### src/shared/agc_pkg.sv
// Constants, types and helpers for the three-stage gain control block.
// Assumes a 20 MHz system clock and a byte-wide register port.
`default_nettype none
package agc_pkg;
   // ****************************************
   // Register offsets
   // ****************************************
   localparam logic [7:0] ADDR_BATT      = 8'h02;
   localparam logic [7:0] ADDR_BOOST_V   = 8'h03;
   localparam logic [7:0] ADDR_BOOST_I   = 8'h04;
   localparam logic [7:0] ADDR_RATED_REL = 8'h07;
   localparam logic [7:0] ADDR_SHORT     = 8'h09;
   localparam logic [7:0] ADDR_CLIP      = 8'h0a;
   localparam logic [7:0] ADDR_STAGE_EN  = 8'h0c;
   localparam logic [7:0] ADDR_POWER     = 8'h0d;
   localparam logic [7:0] ADDR_STATUS    = 8'h0e;
   // ****************************************
   // Field positions and reset values
   // ****************************************
   localparam int BATT_LIMIT_LSB  = 0;
   localparam int BATT_EN_BIT     = 2;
   localparam int BATT_THR_LSB    = 3;
   localparam int BOOST_V_LSB     = 0;
   localparam int BOOST_I_LSB     = 2;
   localparam int ATTACK_RATE_LSB = 2;
   localparam int RELEASE_LSB     = 5;
   localparam int CLIP_RATE_LSB   = 1;
   localparam int POWER_LSB       = 0;
   localparam logic [7:0] RST_CFG      = 8'h00;
   localparam logic [7:0] RST_STAGE_EN = 8'h07;
   // ****************************************
   // Timing
   // ****************************************
   localparam int CLK_PERIOD_NS  = 50;
   localparam int TICK_NS        = 10000;
   localparam int TICK_CYCLES_DEF = TICK_NS / CLK_PERIOD_NS;
   localparam int HOLD_MS        = 10;
   localparam int HOLD_TICKS_DEF = HOLD_MS * 1000000 / TICK_NS;
   // Half-dB step intervals in ticks at selector zero
   localparam logic [15:0] CLIP_BASE    = 16'h0002;
   localparam logic [15:0] SHORT_BASE   = 16'h0008;
   localparam logic [15:0] RATED_BASE   = 16'h0010;
   localparam logic [15:0] RELEASE_BASE = 16'h0100;
   localparam logic [15:0] BATT_STEP    = 16'h0001;
   // Largest attenuation in half-dB steps
   localparam logic [4:0] MAX_ATTEN = 5'h1b;
   // ****************************************
   // Types
   // ****************************************
   typedef struct packed {
      logic over_clip;
      logic over_short;
      logic over_rated;
      logic under_release;
   } level_type;
   typedef enum logic [1:0] {
      ST_IDLE    = 2'b00,
      ST_ATTACK  = 2'b01,
      ST_HOLD    = 2'b10,
      ST_RELEASE = 2'b11
   } state_type;
   // Interval for a stage from its base and rate selector
   function automatic logic [15:0] step_ticks(input logic [15:0] base,
                                              input logic [2:0]  sel);
      return base << sel;
   endfunction : step_ticks
endpackage : agc_pkg
`default_nettype wire

### src/rtl/agc_core.sv
// Three-stage output gain control with battery limiter and config registers.
// Assumes comparator levels and zero-cross pulses synchronous to clk.
//
// How it works
// Over threshold, attenuate in half-dB steps
// Below release, raise gain in half-dB steps
// Below general threshold, gain stays unchanged
// Clip stage rate from 0x0a bits 2:1
// Short-term stage rate from 0x09 bits 4:2
// Rated stage rate from 0x07 bits 4:2
// Attenuation steps only at zero crossings
// Hold gain after dropping below release
// Release starts only after hold elapses
// Release rate from 0x07 bits 7:5
// Release ends on re-attack or full gain
// Each stage enabled separately
// Low battery cuts gain quickly
// Battery threshold from 0x02 bits 4:3
// Battery peak limit from 0x02 bits 1:0
// Battery limiter only when 0x02 bit 2
// Boost voltage from 0x03 bits 4:0
// Boost current limit from 0x04 bits 4:2
// Output power target half to two watts
// Attenuation never beyond 13.5 dB
// Steps spaced by interval, then next zero
`timescale 1ns/1ps
`default_nettype none
module agc_core
#(
   parameter int TICK_CYCLES = agc_pkg::TICK_CYCLES_DEF,
   parameter int HOLD_TICKS  = agc_pkg::HOLD_TICKS_DEF
)
(
   // Clock and reset
   input  wire logic              clk,
   input  wire logic              rst_n,
   // Register port
   input  wire logic              reg_wr_en,
   input  wire logic              reg_rd_en,
   input  wire logic [7:0]        reg_addr,
   input  wire logic [7:0]        reg_wdata,
   output logic      [7:0]        reg_rdata,
   // Analog side monitors
   input  wire agc_pkg::level_type peak_level,
   input  wire logic              zero_cross,
   input  wire logic              batt_low,
   // Gain and analog settings
   output logic      [4:0]        gain_atten,
   output logic      [2:0]        stage_active,
   output logic      [4:0]        boost_voltage_sel,
   output logic      [2:0]        boost_current_sel,
   output logic      [1:0]        batt_threshold_sel,
   output logic      [1:0]        batt_peak_limit_sel,
   output logic      [3:0]        power_target_sel
);
   import agc_pkg::*;

   // ****************************************
   // Registers
   // ****************************************
   logic [7:0] batt_cfg_q;
   logic [7:0] boost_v_q;
   logic [7:0] boost_i_q;
   logic [7:0] rated_rel_q;
   logic [7:0] short_q;
   logic [7:0] clip_q;
   logic [7:0] stage_en_q;
   logic [7:0] power_q;
   logic [7:0] rdata_q;
   logic [15:0] tick_cnt_q;
   logic        tick;
   logic [15:0] cnt_q;
   logic [4:0]  gain_atten_q;
   state_type   state_q;
   state_type   state_d;
   logic        clip_go;
   logic        short_go;
   logic        rated_go;
   logic        batt_act;
   logic        attack;
   logic [15:0] interval;
   logic        step_due;
   logic        step_dn;
   logic        step_up;

   // Host writes to configuration bytes
   always_ff @(posedge clk or negedge rst_n)
   begin
      if (!rst_n)
      begin
         batt_cfg_q  <= RST_CFG;
         boost_v_q   <= RST_CFG;
         boost_i_q   <= RST_CFG;
         rated_rel_q <= RST_CFG;
         short_q     <= RST_CFG;
         clip_q      <= RST_CFG;
         stage_en_q  <= RST_STAGE_EN;
         power_q     <= RST_CFG;
      end
      else if (reg_wr_en)
      begin
         case (reg_addr)
            ADDR_BATT:      batt_cfg_q  <= reg_wdata;
            ADDR_BOOST_V:   boost_v_q   <= reg_wdata;
            ADDR_BOOST_I:   boost_i_q   <= reg_wdata;
            ADDR_RATED_REL: rated_rel_q <= reg_wdata;
            ADDR_SHORT:     short_q     <= reg_wdata;
            ADDR_CLIP:      clip_q      <= reg_wdata;
            ADDR_STAGE_EN:  stage_en_q  <= reg_wdata;
            ADDR_POWER:     power_q     <= reg_wdata;
            default:        ;
         endcase
      end
   end

   // Registered read data, unmapped reads give zero
   always_ff @(posedge clk or negedge rst_n)
   begin
      if (!rst_n)
         rdata_q <= RST_CFG;
      else if (reg_rd_en)
      begin
         case (reg_addr)
            ADDR_BATT:      rdata_q <= batt_cfg_q;
            ADDR_BOOST_V:   rdata_q <= boost_v_q;
            ADDR_BOOST_I:   rdata_q <= boost_i_q;
            ADDR_RATED_REL: rdata_q <= rated_rel_q;
            ADDR_SHORT:     rdata_q <= short_q;
            ADDR_CLIP:      rdata_q <= clip_q;
            ADDR_STAGE_EN:  rdata_q <= stage_en_q;
            ADDR_POWER:     rdata_q <= power_q;
            ADDR_STATUS:    rdata_q <= {1'b0, state_q, gain_atten_q};
            default:        rdata_q <= RST_CFG;
         endcase
      end
   end

   // Settings passed to the analog side
   assign reg_rdata           = rdata_q;
   assign boost_voltage_sel   = boost_v_q[BOOST_V_LSB +: 5];
   assign boost_current_sel   = boost_i_q[BOOST_I_LSB +: 3];
   assign batt_threshold_sel  = batt_cfg_q[BATT_THR_LSB +: 2];
   assign batt_peak_limit_sel = batt_cfg_q[BATT_LIMIT_LSB +: 2];
   assign power_target_sel    = power_q[POWER_LSB +: 4];

   // ****************************************
   // Stage selection
   // ****************************************
   // Highest enabled stage whose threshold is exceeded wins
   assign clip_go  = stage_en_q[0] & peak_level.over_clip;
   assign short_go = stage_en_q[1] & peak_level.over_short & ~clip_go;
   assign rated_go = stage_en_q[2] & peak_level.over_rated
                     & ~clip_go & ~short_go;
   assign batt_act = batt_cfg_q[BATT_EN_BIT] & batt_low;
   assign attack   = clip_go | short_go | rated_go | batt_act;
   assign stage_active = {rated_go, short_go, clip_go};

   // Step interval of whichever activity is current
   always_comb
   begin
      if (batt_act)
         interval = BATT_STEP;
      else if (clip_go)
         interval = step_ticks(CLIP_BASE, {1'b0, clip_q[CLIP_RATE_LSB +: 2]});
      else if (short_go)
         interval = step_ticks(SHORT_BASE, short_q[ATTACK_RATE_LSB +: 3]);
      else if (rated_go)
         interval = step_ticks(RATED_BASE, rated_rel_q[ATTACK_RATE_LSB +: 3]);
      else
         interval = step_ticks(RELEASE_BASE, rated_rel_q[RELEASE_LSB +: 3]);
   end

   // ****************************************
   // Timing
   // ****************************************
   // Tick divider giving the 10 us time base
   always_ff @(posedge clk or negedge rst_n)
   begin
      if (!rst_n)
         tick_cnt_q <= 16'h0000;
      else if (tick)
         tick_cnt_q <= 16'h0000;
      else
         tick_cnt_q <= tick_cnt_q + 16'h0001;
   end
   assign tick = (tick_cnt_q == 16'(TICK_CYCLES - 1));

   // Interval and hold counter, restarts on state change or step
   always_ff @(posedge clk or negedge rst_n)
   begin
      if (!rst_n)
         cnt_q <= 16'h0000;
      else if (state_d != state_q || step_dn || step_up)
         cnt_q <= 16'h0000;
      else if (tick && cnt_q != 16'hffff)
         cnt_q <= cnt_q + 16'h0001;
   end
   assign step_due = (cnt_q >= interval);

   // ****************************************
   // Control sequence
   // ****************************************
   // Next state
   always_comb
   begin
      state_d = state_q;
      case (state_q)
         ST_IDLE:
            if (attack)
               state_d = ST_ATTACK;
            else if (peak_level.under_release && gain_atten_q != 5'h00)
               state_d = ST_HOLD;
         ST_ATTACK:
            if (!attack)
               state_d = peak_level.under_release ? ST_HOLD : ST_IDLE;
         ST_HOLD:
            if (attack)
               state_d = ST_ATTACK;
            else if (!peak_level.under_release)
               state_d = ST_IDLE;
            else if (cnt_q >= 16'(HOLD_TICKS))
               state_d = ST_RELEASE;
         ST_RELEASE:
            if (attack)
               state_d = ST_ATTACK;
            else if (!peak_level.under_release || gain_atten_q == 5'h00)
               state_d = ST_IDLE;
         default:
            state_d = ST_IDLE;
      endcase
   end

   // State register
   always_ff @(posedge clk or negedge rst_n)
   begin
      if (!rst_n)
         state_q <= ST_IDLE;
      else
         state_q <= state_d;
   end

   // Step requests: cut only at a zero crossing, within the floor
   assign step_dn = (state_q == ST_ATTACK) && attack && step_due
                    && zero_cross && (gain_atten_q < MAX_ATTEN);
   assign step_up = (state_q == ST_RELEASE) && !attack && step_due
                    && peak_level.under_release && (gain_atten_q != 5'h00);

   // Attenuation in half-dB steps
   always_ff @(posedge clk or negedge rst_n)
   begin
      if (!rst_n)
         gain_atten_q <= 5'h00;
      else if (step_dn)
         gain_atten_q <= gain_atten_q + 5'h01;
      else if (step_up)
         gain_atten_q <= gain_atten_q - 5'h01;
   end
   assign gain_atten = gain_atten_q;
endmodule : agc_core
`default_nettype wire

### config.mk
export PLATFORM = sky130hd
export DESIGN_NAME = agc_core
export DESIGN_NICKNAME = d
export VERILOG_FILES = /design/src/shared/agc_pkg.sv /design/src/rtl/agc_core.sv
export SDC_FILE = /design/constraint.sdc
export NUM_CORES = 1
export LEC_CHECK = 0
export BUFFER_PORTS_ARGS = -buffer_cell sky130_fd_sc_hd__buf_2
export CAP_MARGIN = 15
export CORE_UTILIZATION = 40
export CTS_CLUSTER_DIAMETER = 100
export DETAILED_ROUTE_END_ITERATION = 8
export PLACE_DENSITY_LB_ADDON = 0.2
export SYNTH_ARGS = -nofsm -noshare
export SYNTH_HDL_FRONTEND = slang
export SYNTH_SLANG_ARGS = --single-unit
### constraint.sdc
create_clock -name clk -period 4.6 [get_ports clk]
set_input_delay 0.46 -clock clk [delete_from_list [all_inputs] [get_ports clk]]
set_output_delay 0.46 -clock clk [all_outputs]
set_load 0.1 [all_outputs]
== Yosys cells after proc, flatten, opt, wreduce, memory -nomap -nowiden ==
Cells that the tools add are included.

* Flip-flop bits (word level): 111
* Input port bits: 26
* Word-level logic and storage cells: 99

* Add/subtract/negate cells: 4
* Order comparisons: 3
* Equality and inequality tests: 15
* Shifts and indexed selects: 4
* Mux-type cells: 20
* Bitwise gates (word level): 12
* Reductions and logical operators: 28

{| class="wikitable"
|+ Operators by type and width
! operator !! count
|-
| $mux W16 || 7
|-
| $pmux W8 S9 || 1
|-
| $eq A8 B4 Y1 const B || 5
|-
| $add A16 B1 Y16 const B || 2
|-
| $mux W2 || 9
|-
| $eq A16 B8 Y1 const B || 1
|-
| $eq A8 B2 Y1 const B || 2
|-
| $eq A8 B3 Y1 const B || 2
|-
| $ge A16 B10 Y1 const B || 1
|-
| $ge A16 B16 Y1 || 1
|-
| $ne A16 B16 Y1 const B || 1
|-
| $reduce_and A2 Y1 || 8
|-
| $shl A2 B2 Y16 const A || 1
|-
| $shl A4 B3 Y16 const A || 1
|-
| $shl A5 B3 Y16 const A || 1
|-
| $shl A9 B3 Y16 const A || 1
|-
| $logic_and A1 B1 Y1 || 10
|-
| $mux W5 || 2
|-
| $pmux W2 S4 || 1
|-
| $and A1 B1 Y1 || 7
|-
| $add A5 B1 Y5 const B || 1
|-
| $logic_not A5 Y1 || 1
|-
| $lt A5 B5 Y1 const B || 1
|-
| $reduce_bool A5 Y1 || 1
|-
| other kinds (10) || 18
|}

== Longest topological paths before layout ==
* Depth after elaboration: 16
* Depth in mapped cells: 20
* Mapped depth without buffers: 20

== Worst setup path after synthesis ==
Ideal clock, no wire load.

* Path type: in2reg
* From: input peak_level[3] in the netlist's numbering
* To: register gain_atten_q[4], in the netlist gain_atten[4]
* Library setup time: 163 ps
* Arrival time: 3,724 ps
* Path slack: 713 ps
* Stages: 17
* Buffers on the path: 1
* Path through: a22oi_1 -> and3_1 -> clkbuf_1 -> nand2_1 -> or3_1 -> ha_1 -> o21ai_0 -> a21oi_1 -> a221oi_1 -> o21ai_0 -> nand2_1 -> ha_1 -> a21o_1 -> a21oi_1 -> mux2i_1 -> nor2_1 -> xor2_1

* Word-level cells in the longest chain between the ends: 14
* Elaborated cells between the ends (all ways): 25
* Classes of those cells: order compare (1); mux (5); bitwise (9); reduce/logical (10)

{| class="wikitable"
|+ RTL lines
! element !! line !! RTL
|-
| start, declared || agc_core.sv:44 || <nowiki>input wire agc_pkg::level_type peak_level,</nowiki>
|-
| $and A1 B1 Y1 * || agc_core.sv:150 || <nowiki>assign clip_go = stage_en_q[0] & peak_level.over_clip;</nowiki>
|-
| $not A1 Y1 || agc_core.sv:151, agc_core.sv:153 ||
|-
| $and A1 B1 Y1 || agc_core.sv:151 || <nowiki>assign short_go = stage_en_q[1] & peak_level.over_short & ~clip_go;</nowiki>
|-
| $not A1 Y1 || agc_core.sv:153 || <nowiki>& ~clip_go & ~short_go;</nowiki>
|-
| $and A1 B1 Y1 || agc_core.sv:153 ||
|-
| $mux W16 || agc_core.sv:167 || <nowiki>else if (rated_go)</nowiki>
|-
| $mux W16 || agc_core.sv:165 || <nowiki>else if (short_go)</nowiki>
|-
| $mux W16 || agc_core.sv:163 || <nowiki>else if (clip_go)</nowiki>
|-
| $mux W16 || agc_core.sv:161 || <nowiki>if (batt_act)</nowiki>
|-
| $ge A16 B16 Y1 || agc_core.sv:198 || <nowiki>assign step_due = (cnt_q >= interval);</nowiki>
|-
| $logic_and A1 B1 Y1 (on tied branches) || agc_core.sv:243, agc_core.sv:245 ||
|-
| $logic_and A1 B1 Y1 (on tied branches) (2 in series) || agc_core.sv:244, agc_core.sv:246 ||
|-
| $mux W5 or $reduce_bool A2 Y1 (tied branches) || n/a ||
|-
| end signal, assigned || agc_core.sv:254 || <nowiki>gain_atten_q <= gain_atten_q + 5'h01;</nowiki>
|-
| end signal, assigned || agc_core.sv:256 || <nowiki>gain_atten_q <= gain_atten_q - 5'h01;</nowiki>
|-
| end, declared || agc_core.sv:73 || <nowiki>logic [4:0] gain_atten_q;</nowiki>
|}

Every way passes the cells marked *; elsewhere a longest branch is shown, timed or not.
A chain may end at the register's enable or synchronous reset.

== Final worst setup path ==
* From: register stage_en_q[2]
* To: register gain_atten_q[4], in the netlist gain_atten[4]

* Word-level cells in the longest chain between the ends: 12
* Elaborated cells between the ends (all ways): 21
* Classes of those cells: order compare (1); mux (5); bitwise (5); reduce/logical (10)

{| class="wikitable"
|+ RTL lines
! element !! line !! RTL
|-
| start, declared || agc_core.sv:67 || <nowiki>logic [7:0] stage_en_q;</nowiki>
|-
| start signal, assigned || agc_core.sv:109 || <nowiki>ADDR_STAGE_EN: stage_en_q <= reg_wdata;</nowiki>
|-
| $and A1 B1 Y1 * || agc_core.sv:152 || <nowiki>assign rated_go = stage_en_q[2] & peak_level.over_rated</nowiki>
|-
| $and A1 B1 Y1 * (2 in series) || agc_core.sv:153 ||
|-
| $mux W16 || agc_core.sv:167 ||
|-
| $mux W16 || agc_core.sv:165 ||
|-
| $mux W16 || agc_core.sv:163 ||
|-
| $mux W16 || agc_core.sv:161 ||
|-
| $ge A16 B16 Y1 || agc_core.sv:198 ||
|-
| $logic_and A1 B1 Y1 (on tied branches) || agc_core.sv:243, agc_core.sv:245 ||
|-
| $logic_and A1 B1 Y1 (on tied branches) (2 in series) || agc_core.sv:244, agc_core.sv:246 ||
|-
| $mux W5 or $reduce_bool A2 Y1 (tied branches) || n/a ||
|}

Marks and branches as above.

==> impl_metrics.tcl <==
set metrics [dict create \
    clock_latency_ns 0.37 \
    synth-async-reset-ratio 1.00 \
    period_share 0.911 \
    status "finished, final reports clean" \
    p_int_mw 1.60 \
    r2r_setup_slack_ns 0.41 \
    critPathLaunch "stage_en_q[2]" \
    vias 4636 \
    post_dp_cell_area_um2 6600 \
    cts_max_level 3 \
    yosysSeqAreaShare 0.444 \
    netSwitchingPower_mw 0.650 \
    drtPass1Iterations 6 \
    finalSetupTns_ns 0 \
    ir_drop_mv 0.245 \
    seq_power_share 0.471 \
    setup_viol 0 \
    highest_layer "met4" \
    drive_gt1_frac 0.260 \
    hp-class "input pin to asynchronous set/reset pin" \
    power_mw 2.25 \
    start_util 0.411 \
    hold_buffers 0 \
    slew_headroom 0.347 \
    root_buffer "clkbuf_16" \
    r2r_start "stage_en_q[2]" \
    period_minus_slack_ns 4.19 \
    utilization 0.455 \
    grt_pass1_vias 4556 \
    syn2layout_area_growth_pct 10.9 \
    p_leak_nw 3.30 \
    cp.required_ns 4.84 \
    synth_nets 638 \
    met1_length_um 7020 \
    cp-start-kind "register" \
    synth_cells 589 \
    timing.rr.end "gain_atten[4]" \
    grt_util_all_layers 0.198 \
    num_io_pins 58 \
    switching_share 0.289 \
    cts.sinks 111 \
    dieArea_um2 16200 \
    wl_met2_um 7520 \
    end_kind "register" \
    grt_max_degree 72 \
    avgSynthCellArea_um2 10.6 \
    grt_overflow 0 \
    fmaxAchievable_ghz 0.239 \
    clk_pin_slew_ns 0.08 \
    grt_pass1_wl_um 24600 \
    netlist_area_um2 6260 \
    fin_nets 668 \
    die_w_um 127 \
    antenna_found_initial 0 \
    ys.flop_type "dfrtp_1" \
    synth_top_cell_by_area "dfrtp_1" \
    ys_top_cells_by_count "dfrtp_1 (108), mux2_2 (71), nor2_1 (43)" \
    coreArea_um2 15300 \
    chipHeight_um 127 \
    synth_top_area_share 0.431 \
    routed_wl_um 15300 \
    synthMostInstantiatedCell "dfrtp_1" \
    hpwl_um 11000 \
    worstMarginPinSlew_ns 0.976 \
    detail-route-antenna-nets 0 \
    synthTopCellsByArea "dfrtp_1 (43%), mux2_2 (13%), ha_1 (4.4%)" \
    grt_setup_unrepaired "no" \
    yosys.cell_types.count 62 \
    rr_worst_depth 16 \
    fin_worst_skew_ns 0.0140 \
    place.gp.congestion 0.821 \
    yosys_warnings 0 \
    numCtsBuffers 9 \
    wl_per_cell_um 18.3 \
    path_class "register to register" \
    cp_data_arrival_time_ns 4.43 \
    crit_fanout 9 \
    drc 0 \
    final_hold_viol_count 0 \
    postLayoutCellArea_um2 6950 \
    viasPerCell 5.55 \
    slew_viol_final 0 \
    pwr-share-comb 0.145 \
    synth_edf_count 0 \
    rows 45 \
    ys_ff_latch 111 \
    io_buffers 57 \
    wl_met3_um 494 \
    antenna_cells 0 \
    max_cap_viol_count 0 \
    pwr-share-clk 0.384 \
    drtIter0Drc 293 \
    cts_tree "done" \
    clock_path_buffers 2 \
    powerDensity_nw_per_um2 323 \
]
-- sequential cells by signal, indices dropped and copies added, names as in the netlist --
signal       count
boost_i_q        8
cnt_q           16
tick_cnt_q      16
reg_rdata        8
stage_en_q       8
clip_q           8
state_q          2
boost_v_q        8
rated_rel_q      8
gain_atten       5
short_q          8
batt_cfg_q       8
power_q          8
-- metal layers --
layer | GRT usage | up-vias
met3 | 0.0327 | 24
met5 | 0 | -
met2 | 0.336 | 105
met1 | 0.260 | 2310
met4 | 0.0609 | 0
li1 | - | 2197
-- kinds of logic (layout without fill, tap and decap cells) --
| group | after synthesis | after routing | share of synthesized area |
|---|---|---|---|
| flip-flops | 111 | 111 | 0.444 |
| AND/OR/NAND/NOR | 181 | 181 | 0.153 |
| AO/OA/AOI/OAI | 93 | 93 | 0.103 |
| buffers and inverters | 56 | 91 | 0.0455 |
| XOR/XNOR | 35 | 35 | 0.0489 |
| adder cells (fa/ha/maj) | 23 | 23 | 0.0471 |
| multiplexers | 90 | 90 | 0.158 |
-- per-stage QoR --
step / cells / setup WS, ns / hold slack (ns)
finish: 835 / 0.410 / 0.218
global placement: 817 / 0.365 / 0.452
global route: 835 / 0.00394 / 0.298
detailed placement: 817 / 0.344 / 0.462
CTS: 833 / 0.320 / 0.258
floorplan: 589 / 0.713 / 0.164
-- worst max path at each step --
stage                               end  cells past startpoint
after floorplan           gain_atten[4]                     17
after global placement    gain_atten[4]                     17
after detailed placement  gain_atten[4]                     17
after CTS                 gain_atten[4]                     16
after global routing      gain_atten[4]                     18
final                     gain_atten[4]                     16
-- cells in the final DEF, fill, tap and decap left out, types with 3 or more instances in the layout --
cell type	count
a21oi_1	15
a22oi_1	8
a211oi_1	3
nand4b_1	3
buf_2	56
inv_1	13
or3_1	3
nor2_1	43
o21ai_0	21
xor2_1	17
nand2b_1	5
a222oi_1	5
nor2b_1	5
nand4_1	13
and4_1	3
nor3_1	15
mux2i_1	19
nand2_1	37
mux2_2	71
dfrtp_1	108
and3_1	6
buf_4	6
a21o_1	9
clkbuf_16	9
nand3_1	19
o22ai_1	7
xnor2_1	18
dfstp_2	3
nor3b_1	6
ha_1	22
and2_1	4
nor4_1	6
-- repair_timing --
action,4_1_cts,5_1_grt
hold endpoints to repair,0,0
buffers inserted,0,2
resized for setup,0,2
setup endpoints to repair,0,1
-- power groups by stage --
stage          clock network (mW)  registers [mW]  logic (mW)
2_1_floorplan                   0            1.08       0.238
3_3_place_gp                    0            1.07       0.324
4_1_cts                     0.883            1.06       0.330
3_5_place_dp                    0            1.08       0.328
5_1_grt                     0.920            1.06       0.356
6_report                    0.863            1.06       0.327
-- worst max-delay path: stages (launching register included) --
cell and delay, ns:
dfstp_2 0.55, nand2_1 0.19, or3_1 0.48, nor2_1 0.13, and3_1 0.17, o221ai_1 0.12
ha_1 0.32, a21o_1 0.17, a2111oi_1 0.46, o21ai_0 0.23, nand2_1 0.18, ha_1 0.29
a21o_1 0.19, a21oi_1 0.17, mux2i_1 0.21, nor2_1 0.06, xor2_1 0.14
-- layout make-up --
| class | instances | area (µm²) |
|---|---|---|
| multi-input cells | 422 | 3200 |
| inverters | 13 | 48.8 |
| clock inverters | 6 | 100 |
| fillers | 1451 | 8310 |
| repair buffers | 62 | 325 |
| flip-flops and latches | 111 | 2780 |
| clock buffers | 10 | 229 |
| well taps | 211 | 264 |
(Power assumes the default switching activity.)
